--- config.mk ---
export PLATFORM = sky130hd
export DESIGN_NAME = fspc_flash_ctrl
export DESIGN_NICKNAME = d
export VERILOG_FILES = /design/src/fspc_pkg.sv /design/src/fspc_hold_buf.sv /design/src/fspc_flash_ctrl.sv
export SDC_FILE = /design/constraint.sdc
export NUM_CORES = 2
export LEC_CHECK = 0
export ABC_AREA = 1
export BUFFER_PORTS_ARGS = -buffer_cell sky130_fd_sc_hd__clkbuf_2
export CORE_UTILIZATION = 40
export DETAILED_ROUTE_END_ITERATION = 12
export PLACE_DENSITY_LB_ADDON = 0.25
export SLEW_MARGIN = 20
export SYNTH_ARGS = -nofsm -noshare
export SYNTH_HDL_FRONTEND = slang
export SYNTH_SLANG_ARGS = --single-unit
--- constraint.sdc ---
create_clock -name clk -period 2.3 [get_ports clk]
set_input_delay 0.345 -clock clk [delete_from_list [all_inputs] [get_ports clk]]
set_output_delay 0.345 -clock clk [all_outputs]
set_load 0.01 [all_outputs]
--- src/fspc_pkg.sv ---
// Constants, types and decode helpers for the flash self-programming
// controller. Assumes a 50 MHz system clock and a CPU-side register port.
`default_nettype none

package fspc_pkg;

    ////////////////////////////////////////////////////////////////////////
    // Register port
    localparam int unsigned REG_ADDR_W    = 4;
    localparam logic [3:0]  OFS_CTRL      = 4'h0;
    localparam logic [3:0]  OFS_KEY       = 4'h1;
    localparam logic [3:0]  OFS_PAGE      = 4'h2;

    ////////////////////////////////////////////////////////////////////////
    // Control register fields and reset values
    localparam int unsigned CTRL_START_BIT  = 15;
    localparam int unsigned CTRL_PERMIT_BIT = 14;
    localparam int unsigned CTRL_FAULT_BIT  = 13;
    localparam int unsigned CTRL_ERASE_BIT  = 6;
    localparam int unsigned CTRL_OPC_LSB    = 0;
    localparam int unsigned CTRL_OPC_W      = 4;
    localparam logic        CTRL_BIT_RESET  = 1'b0;
    localparam logic [3:0]  OPC_RESET       = 4'h0;
    localparam logic [7:0]  PAGE_RESET      = 8'h00;
    localparam int unsigned PAGE_CFG_BIT    = 7;

    ////////////////////////////////////////////////////////////////////////
    // Unlock key values
    localparam logic [7:0]  KEY_FIRST     = 8'h55;
    localparam logic [7:0]  KEY_SECOND    = 8'haa;

    ////////////////////////////////////////////////////////////////////////
    // Array geometry; addresses step by two per instruction
    localparam int unsigned ROW_WORDS     = 64;
    localparam int unsigned ROW_BYTES     = 192;
    localparam int unsigned PAGE_ROWS     = 8;
    localparam int unsigned PAGE_WORDS    = ROW_WORDS * PAGE_ROWS;
    localparam int unsigned PAGE_BYTES    = ROW_BYTES * PAGE_ROWS;
    localparam int unsigned PM_ADDR_W     = 24;
    localparam int unsigned WORD_W        = 24;
    localparam int unsigned BUF_IDX_W     = $clog2(ROW_WORDS);
    localparam logic [23:0] ROW_MASK      = ~24'(ROW_WORDS * 2 - 1);
    localparam logic [23:0] PAGE_MASK     = ~24'(PAGE_WORDS * 2 - 1);

    ////////////////////////////////////////////////////////////////////////
    // Operation timing
    localparam int unsigned OP_TIME_NS    = 4000000;
    localparam int unsigned CLK_PERIOD_NS = 20;

    ////////////////////////////////////////////////////////////////////////
    // Operation code values
    localparam logic [3:0]  OPC_BULK      = 4'hf;
    localparam logic [3:0]  OPC_GEN_SEG   = 4'hd;
    localparam logic [3:0]  OPC_SEC_SEG   = 4'hc;
    localparam logic [3:0]  OPC_PAGE      = 4'h2;
    localparam logic [3:0]  OPC_CFG       = 4'h0;
    localparam logic [3:0]  OPC_WORD      = 4'h3;
    localparam logic [3:0]  OPC_ROW       = 4'h1;

    typedef enum logic [3:0] {
        OP_NOP        = 4'b0000,
        OP_BULK_ERASE = 4'b0001,
        OP_GSEG_ERASE = 4'b0010,
        OP_SSEG_ERASE = 4'b0011,
        OP_PAGE_ERASE = 4'b0100,
        OP_CFG_ERASE  = 4'b0101,
        OP_WORD_PROG  = 4'b0110,
        OP_ROW_PROG   = 4'b0111,
        OP_CFG_PROG   = 4'b1000,
        OP_BAD        = 4'b1001
    } fspc_op_t;

    typedef enum logic [0:0] {
        ST_IDLE = 1'b0,
        ST_RUN  = 1'b1
    } fspc_state_t;

    typedef enum logic [1:0] {
        KEY_IDLE  = 2'b00,
        KEY_ONE   = 2'b01,
        KEY_ARMED = 2'b10
    } fspc_key_t;

    ////////////////////////////////////////////////////////////////////////
    // Erase flag plus code to operation
    function automatic fspc_op_t fspc_decode_op(input logic       erase,
                                                input logic [3:0] code);
        fspc_op_t op;
        op = OP_BAD;
        if (erase) begin
            case (code)
                OPC_BULK:         op = OP_BULK_ERASE;
                OPC_GEN_SEG:      op = OP_GSEG_ERASE;
                OPC_SEC_SEG:      op = OP_SSEG_ERASE;
                OPC_PAGE:         op = OP_PAGE_ERASE;
                OPC_CFG:          op = OP_CFG_ERASE;
                OPC_WORD,
                OPC_ROW:          op = OP_NOP;
                default:          op = OP_BAD;
            endcase
        end else begin
            case (code)
                OPC_WORD:         op = OP_WORD_PROG;
                OPC_ROW:          op = OP_ROW_PROG;
                OPC_CFG:          op = OP_CFG_PROG;
                OPC_BULK,
                OPC_GEN_SEG,
                OPC_SEC_SEG,
                OPC_PAGE:         op = OP_NOP;
                default:          op = OP_BAD;
            endcase
        end
        return op;
    endfunction : fspc_decode_op

endpackage : fspc_pkg

`default_nettype wire

--- src/fspc_hold_buf.sv ---
// Holding buffer for one row of program words, with per-byte lane writes.
// Assumes a single writer and one registered read port for the array.
`default_nettype none

module fspc_hold_buf #(
    parameter int unsigned DEPTH = 64,
    parameter int unsigned WIDTH = 24,
    parameter int unsigned IDX_W = $clog2(DEPTH),
    parameter int unsigned LANES = WIDTH / 8
) (
    input  wire logic             clk,
    input  wire logic             rst_n,
    input  wire logic             wr_en,
    input  wire logic [IDX_W-1:0] wr_idx,
    input  wire logic [LANES-1:0] wr_lane,
    input  wire logic [WIDTH-1:0] wr_data,
    input  wire logic [IDX_W-1:0] rd_idx,
    output logic      [WIDTH-1:0] rd_data
);

    logic [WIDTH-1:0] mem [DEPTH];

    ////////////////////////////////////////////////////////////////////////
    // Lane writes
    always_ff @(posedge clk) begin
        if (!rst_n) begin
            for (int i = 0; i < DEPTH; i++) begin
                mem[i] <= '0;
            end
        end else if (wr_en) begin
            for (int l = 0; l < LANES; l++) begin
                if (wr_lane[l]) begin
                    mem[wr_idx][l*8 +: 8] <= wr_data[l*8 +: 8];
                end
            end
        end
    end

    ////////////////////////////////////////////////////////////////////////
    // Registered read
    always_ff @(posedge clk) begin
        if (!rst_n) begin
            rd_data <= '0;
        end else begin
            rd_data <= mem[rd_idx];
        end
    end

endmodule : fspc_hold_buf

`default_nettype wire

--- src/fspc_flash_ctrl.sv ---
// Flash self-programming controller: table access, unlock, timed operation.
// Assumes the CPU honours cpu_stall and the array answers reads in-cycle.
//
// The implementer's own choices: the placing of the registers and strobed register access.
`default_nettype none

module fspc_flash_ctrl
    import fspc_pkg::*;
#(
    parameter int unsigned OP_CYCLES = OP_TIME_NS / CLK_PERIOD_NS,
    parameter int unsigned CNT_W     = $clog2(OP_CYCLES + 1)
) (
    input  wire logic                  clk,
    input  wire logic                  rst_n,
    input  wire logic [REG_ADDR_W-1:0] reg_addr,
    input  wire logic [15:0]           reg_wdata,
    input  wire logic                  reg_wr,
    input  wire logic                  reg_rd,
    output logic      [15:0]           reg_rdata,
    input  wire logic                  tbl_wr,
    input  wire logic                  tbl_rd,
    input  wire logic                  tbl_high,
    input  wire logic                  tbl_byte,
    input  wire logic [15:0]           tbl_ea,
    input  wire logic [15:0]           tbl_wdata,
    output logic      [15:0]           tbl_rdata,
    output logic                       tbl_rvalid,
    output logic                       cpu_stall,
    output logic      [PM_ADDR_W-1:0]  arr_addr,
    output logic                       arr_cfg,
    input  wire logic [WORD_W-1:0]     arr_rdata,
    output logic                       nvm_go,
    output logic                       nvm_done,
    output fspc_op_t                   nvm_op,
    output logic      [PM_ADDR_W-1:0]  nvm_addr,
    input  wire logic [BUF_IDX_W-1:0]  buf_idx,
    output logic      [WORD_W-1:0]     buf_data
);

    ////////////////////////////////////////////////////////////////////////
    // State
    fspc_state_t              state;
    fspc_key_t                key_state;
    logic                     start;
    logic                     permit;
    logic                     fault;
    logic                     erase;
    logic [CTRL_OPC_W-1:0]    opc;
    logic [7:0]               page;
    logic [CNT_W-1:0]         op_cnt;
    logic [PM_ADDR_W-1:0]     tw_addr;
    logic                     rd_pend;
    logic                     rd_high;
    logic                     rd_byte;
    logic                     rd_sel;

    ////////////////////////////////////////////////////////////////////////
    // Helpers
    function automatic logic [15:0] fmt_read(input logic        high,
                                             input logic        bsel,
                                             input logic        sel,
                                             input logic [23:0] word);
        logic [15:0] r;
        r = 16'h0000;
        if (high) begin
            r = (bsel && sel) ? 16'h0000 : {8'h00, word[23:16]};
        end else if (bsel) begin
            r = {8'h00, sel ? word[15:8] : word[7:0]};
        end else begin
            r = word[15:0];
        end
        return r;
    endfunction : fmt_read

    function automatic logic [23:0] align_addr(input fspc_op_t    op,
                                               input logic [23:0] a);
        logic [23:0] r;
        r = a;
        if (op == OP_PAGE_ERASE) begin
            r = a & PAGE_MASK;
        end else if (op == OP_ROW_PROG) begin
            r = a & ROW_MASK;
        end
        return r;
    endfunction : align_addr

    ////////////////////////////////////////////////////////////////////////
    // Register decode
    wire                  busy     = (state == ST_RUN);
    wire                  wr_ctrl  = reg_wr && !busy && reg_addr == OFS_CTRL;
    wire                  wr_key   = reg_wr && !busy && reg_addr == OFS_KEY;
    wire                  wr_page  = reg_wr && !busy && reg_addr == OFS_PAGE;
    wire                  w_start  = wr_ctrl && reg_wdata[CTRL_START_BIT];
    wire                  w_permit = reg_wdata[CTRL_PERMIT_BIT];
    wire                  w_erase  = reg_wdata[CTRL_ERASE_BIT];
    wire [CTRL_OPC_W-1:0] w_opc    = reg_wdata[CTRL_OPC_LSB +: CTRL_OPC_W];
    wire fspc_op_t        w_op     = fspc_decode_op(w_erase, w_opc);
    wire                  armed    = (key_state == KEY_ARMED);
    wire                  op_real  = (w_op != OP_NOP) && (w_op != OP_BAD);
    wire                  launch   = w_start && armed && w_permit && op_real;
    wire                  bad_seq  = w_start && (!armed || w_op == OP_BAD);
    wire                  op_last  = busy &&
                                     op_cnt == CNT_W'(OP_CYCLES - 1);
    wire [15:0]           ctrl_val = {start, permit, fault, 6'h00, erase,
                                      2'b00, opc};
    wire [15:0]           rd_mux   = (reg_addr == OFS_CTRL) ? ctrl_val :
                                     (reg_addr == OFS_PAGE) ? {8'h00, page} :
                                     16'h0000;

    ////////////////////////////////////////////////////////////////////////
    // Table access decode
    wire [PM_ADDR_W-1:0]  tbl_addr = {page, tbl_ea};
    wire                  t_sel    = tbl_ea[0];
    wire                  t_wr     = tbl_wr && !busy;
    wire                  t_rd     = tbl_rd && !busy;
    wire [2:0]            t_lane   = tbl_high ? ((tbl_byte && t_sel) ?
                                                 3'b000 : 3'b100) :
                                    tbl_byte ? (t_sel ? 3'b010 : 3'b001) :
                                    3'b011;
    wire [WORD_W-1:0]     t_data   = {tbl_wdata[7:0], tbl_byte ?
                                     {2{tbl_wdata[7:0]}} : tbl_wdata};
    wire [BUF_IDX_W-1:0]  t_idx    = tbl_ea[BUF_IDX_W:1];
    wire                  next_fault = bad_seq ? 1'b1 :
                                       op_last ? 1'b0 :
                                       wr_ctrl ? reg_wdata[CTRL_FAULT_BIT] :
                                       fault;
    wire fspc_state_t     next_state = launch  ? ST_RUN :
                                       op_last ? ST_IDLE : state;

    ////////////////////////////////////////////////////////////////////////
    // Holding buffer
    fspc_hold_buf #(
        .DEPTH   (ROW_WORDS),
        .WIDTH   (WORD_W),
        .IDX_W   (BUF_IDX_W),
        .LANES   (3)
    ) u_hold_buf (
        .clk     (clk),
        .rst_n   (rst_n),
        .wr_en   (t_wr),
        .wr_idx  (t_idx),
        .wr_lane (t_lane),
        .wr_data (t_data),
        .rd_idx  (buf_idx),
        .rd_data (buf_data)
    );

    ////////////////////////////////////////////////////////////////////////
    // Control register, reset by power-on reset only
    always_ff @(posedge clk) begin
        if (!rst_n) begin
            permit <= CTRL_BIT_RESET;
            erase  <= CTRL_BIT_RESET;
            opc    <= OPC_RESET;
            start  <= CTRL_BIT_RESET;
            fault  <= CTRL_BIT_RESET;
            page   <= PAGE_RESET;
        end else begin
            if (wr_ctrl) begin
                permit <= w_permit;
                erase  <= w_erase;
                opc    <= w_opc;
            end
            if (wr_page) begin
                page <= reg_wdata[7:0];
            end
            if (launch) begin
                start <= 1'b1;
            end else if (op_last) begin
                start <= 1'b0;
            end
            fault <= next_fault;
        end
    end

    ////////////////////////////////////////////////////////////////////////
    // Unlock sequence tracker
    always_ff @(posedge clk) begin
        if (!rst_n) begin
            key_state <= KEY_IDLE;
        end else if (wr_key && reg_wdata[7:0] == KEY_FIRST) begin
            key_state <= KEY_ONE;
        end else if (wr_key && key_state == KEY_ONE &&
                     reg_wdata[7:0] == KEY_SECOND) begin
            key_state <= KEY_ARMED;
        end else if (reg_wr) begin
            key_state <= KEY_IDLE;
        end
    end

    ////////////////////////////////////////////////////////////////////////
    // Self-timed operation
    always_ff @(posedge clk) begin
        if (!rst_n) begin
            state     <= ST_IDLE;
            cpu_stall <= 1'b0;
            op_cnt    <= '0;
            nvm_go    <= 1'b0;
            nvm_done  <= 1'b0;
            nvm_op    <= OP_NOP;
            nvm_addr  <= '0;
        end else begin
            state     <= next_state;
            cpu_stall <= (next_state == ST_RUN);
            op_cnt    <= launch ? '0 : busy ? op_cnt + 1'b1 : op_cnt;
            nvm_go    <= launch;
            nvm_done  <= op_last;
            if (launch) begin
                nvm_op   <= w_op;
                nvm_addr <= align_addr(w_op, tw_addr);
            end
        end
    end

    ////////////////////////////////////////////////////////////////////////
    // Table access path
    always_ff @(posedge clk) begin
        if (!rst_n) begin
            tw_addr    <= '0;
            arr_addr   <= '0;
            arr_cfg    <= 1'b0;
            rd_pend    <= 1'b0;
            rd_high    <= 1'b0;
            rd_byte    <= 1'b0;
            rd_sel     <= 1'b0;
            tbl_rdata  <= 16'h0000;
            tbl_rvalid <= 1'b0;
        end else begin
            if (t_wr) begin
                tw_addr <= tbl_addr;
            end
            if (t_rd) begin
                arr_addr <= tbl_addr;
                arr_cfg  <= page[PAGE_CFG_BIT];
                rd_high  <= tbl_high;
                rd_byte  <= tbl_byte;
                rd_sel   <= t_sel;
            end
            rd_pend    <= t_rd;
            tbl_rvalid <= rd_pend;
            tbl_rdata  <= rd_pend ?
                          fmt_read(rd_high, rd_byte, rd_sel, arr_rdata) :
                          16'h0000;
        end
    end

    ////////////////////////////////////////////////////////////////////////
    // Register read port
    always_ff @(posedge clk) begin
        if (!rst_n) begin
            reg_rdata <= 16'h0000;
        end else begin
            reg_rdata <= reg_rd ? rd_mux : 16'h0000;
        end
    end
endmodule : fspc_flash_ctrl

`default_nettype wire

==> reports/results.ini <==
[floorplanning]
dieArea_um2 = 194000
core_region_area_um2 = 191000
initial_utilization_pct = 40.4
rows = 160
die_w_um = 441
ios = 203
die_h_um = 441

[final_layout]
seq_area_um2 = 49500
syn2layout_area_growth_pct = 17.8
fill_cells = 17741
diodes = 0
layout-drive-gt1-share_pct = 14.0
final_nets = 8623
multi_input_area_um2 = 24300
layout_common_cells = nand2_1 (2226), nor2_1 (1698), edfxtp_1 (1536)
final_common_cell = nand2_1

[worst_setup_path]
setup.worst_path.start_class = flip-flop
r2r_start = arr_addr[0]$_SDFFE_PN0P_
end_kind = flip-flop
r2r_cells = 6
critPathRequiredTime_ns = 3.01
rrSetupSlack_ns = 0.12
crit_type = flip-flop to flip-flop
critPathMaxFanout = 16
timing.rr.end = tbl_rdata[5]$_SDFF_PN0_
cp.arrival_ns = 2.89

[drt]
ant_nets = 0
vias = 59218
vias_per_cell = 5.29
drt-total-wl_um = 233000
drcViolationCount = 0
drt_iter0_drc = 5944
drt-pass1-iter-count = 6
wire_per_inst_um = 20.8

[yosys]
syn_inst = 8080
ys_ff_latch = 1705
synthTopCellsByArea = edfxtp_1 (60%), nand2_1 (11%), nand3_1 (8.9%)
synth_warnings = 0
syn_avg_cell_area_um2 = 9.54
synth.top_cell.area_share_pct = 59.8
syn_area_um2 = 77100
yosysSeqAreaShare_pct = 64.2
yosysTopAreaCell = edfxtp_1
ys_types = 34

[clock_network]
cts_tree = built
cts.reportedPaths.clkPinSlew_ns = 0.06
htree_levels = 4
clockBufferDepth = 3
cts_root_buf = clkbuf_16
cts_buffers = 177
insertion_delay_ns = 0.83
cts_sinks = 1705
post_cts_buffers = 0

[hold_path]
min_path_cells = 3
hold_path.class = input port to flip-flop
min-delay-start = tbl_wdata[12]
min_to = u_hold_buf.mem[2][12]$_SDFFCE_PN0P_

[place]
port_buffers = 192
place_congestion = 0.868
dp_hpwl_um = 156000

[grt]
grtUsageTotal_pct = 23.6
grt_pass1_vias = 56532
grt_pass1_wl_um = 345000
grt_overflow = 0
antenna_found_initial = 0
grt_max_degree = 87

[power_and_ir_drop]
cellLeakagePower_nw = 37.6
switchingPower_mw = 16.7
power_mw = 68.9
power.internal_mw = 52.2
swShare_pct = 24.2
comb_power_share_pct = 8.6
power_density_nw_per_um2 = 759
peakVddDrop_v = 0.000720
clockPowerShare_pct = 41.0
power_frac_seq_pct = 50.4

[sta]
finalSetupViolations = 0
rsz0062_at_grt = false
finalCritPeriodShare_pct = 94.8
hold_viol = 0
max_freq_mhz = 459
relSlewSlack_pct = 31.5
worst_slew_pin_slew_ns = 1.02
min_period_ns = 2.18
finClkSkew_ns = 0.0224
maxSlewViolCount = 0
finalSetupTns_ns = 0

[status]
status = finished clean

[flow_run]
cap_violations = 0

[worst max-delay path by stage]
stage	startpoint	endpoint	depth (start not counted)
global placement	buf_idx[0]	u_hold_buf.rd_data[8]$_SDFF_PN0_	12
detailed placement	tbl_byte	u_hold_buf.mem[50][7]$_SDFFCE_PN0P_	6
floorplan	busy$_SDFFE_PN0P_	u_hold_buf.mem[61][10]$_SDFFCE_PN0P_	8
CTS	busy$_SDFFE_PN0P_	u_hold_buf.mem[50][0]$_SDFFCE_PN0P_	7
global route	arr_addr[0]$_SDFFE_PN0P_	tbl_rdata[5]$_SDFF_PN0_	6
finish	arr_addr[0]$_SDFFE_PN0P_	tbl_rdata[5]$_SDFF_PN0_	6
[final cells by class]
class / count / share of cell area, %
Clock buffer: 239 / 5.32
Tap cell: 2511 / 3.46
Sequential cell: 1705 / 54.5
Multi-Input combinational cell: 5707 / 26.8
Timing Repair Buffer: 856 / 8.64
Clock inverter: 84 / 0.864
Inverter: 85 / 0.422
[timing repair]
item | CTS | global route
endpoints found under the setup margin | 0 | 1
resized for setup | 0 | 1
endpoints found under the hold margin | 145 | 0
hold buffers | 73 | 0
[power groups by stage]
stage / registers [mW] / logic (mW) / clock network (mW)
5_1_grt: 34.8 / 6.34 / 29.7
3_3_place_gp: 35.4 / 5.74 / 0
3_5_place_dp: 35.4 / 5.78 / 0
4_1_cts: 34.8 / 5.89 / 28.6
2_1_floorplan: 35.3 / 3.26 / 0
6_report: 34.7 / 5.90 / 28.2
[routing by layer]
| metal | track usage [%] | vias up | routed length (µm) |
|---|---|---|---|
| li1 | - | 27970 | - |
| met1 | 31.6 | 28732 | 97200 |
| met2 | 38.5 | 2139 | 111000 |
| met3 | 3.65 | 377 | 16600 |
| met4 | 8.58 | 0 | 8250 |
| met5 | 0 | - | 0 |
[metrics by stage]
step	instance area, µm²	hold slack [ns]	setup slack (ns)	instances	utilization (%)
floorplan	77100	0.408	0.385	8084	-
global placement	84400	0.428	0.0530	10791	44.3
global route	90800	0.0509	0.0223	11187	47.6
CTS	90800	0.00918	0.141	11187	47.6
detailed placement	84400	0.425	0.0191	10791	44.3
finish	90800	0.0543	0.119	11187	47.6
[sequential cells by signal, indices dropped and copies added (netlist names), 4 cells and up]
register / cells
opc: 4
tbl_rdata: 16
nvm_addr: 24
page: 8
u_hold_buf.mem: 1536
nvm_op: 4
u_hold_buf.rd_data: 24
arr_addr: 24
tw_addr: 24
op_cnt: 18
reg_rdata: 11
[cell usage after synthesis]
cell type and number:
a2111oi_2 2, a21oi_1 87, buf_1 24, buf_2 189
buf_4 72, buf_6 48, buf_8 1, clkbuf_1 253
clkinv_1 1, conb_1 1, dfxtp_1 169, edfxtp_1 1536
ha_1 1, inv_1 78, inv_2 5, inv_4 1
mux2i_1 1, nand2_1 2226, nand2_2 131, nand2_4 31
nand3_1 1366, nand4_1 36, nor2_1 1698, nor2_4 1
nor3_1 10, nor3b_2 1, nor4_1 3, o211ai_1 2
o21ai_0 77, o21ai_1 9, o21ai_2 1, o31ai_1 2
xnor2_1 7, xor2_1 10
[cell families (layout without fill, tap and decap cells)]
kind of cell / count (synthesis) / after routing / synth area share (%)
AND/OR/NAND/NOR: 5503 / 5503 / 29.9
flip-flops: 1705 / 1705 / 64.2
buffers and inverters: 672 / 1264 / 4.42
AO/OA/AOI/OAI: 180 / 180 / 1.21
XOR/XNOR: 17 / 17 / 0.193
adder cells (fa/ha/maj): 1 / 1 / 0.0162
other: 1 / 5 / 0.00487
multiplexers: 1 / 1 / 0.0130
[worst max-delay path, cell delays in order (launching register included)]
cell	delay [ns]
dfxtp_1	0.46
nand2_1	0.25
inv_1	0.37
a21oi_1	0.14
o21ai_0	0.15
a21oi_1	0.11
dlygate4sd3_1	0.59
Note: power is estimated with default switching activity, not from simulation.
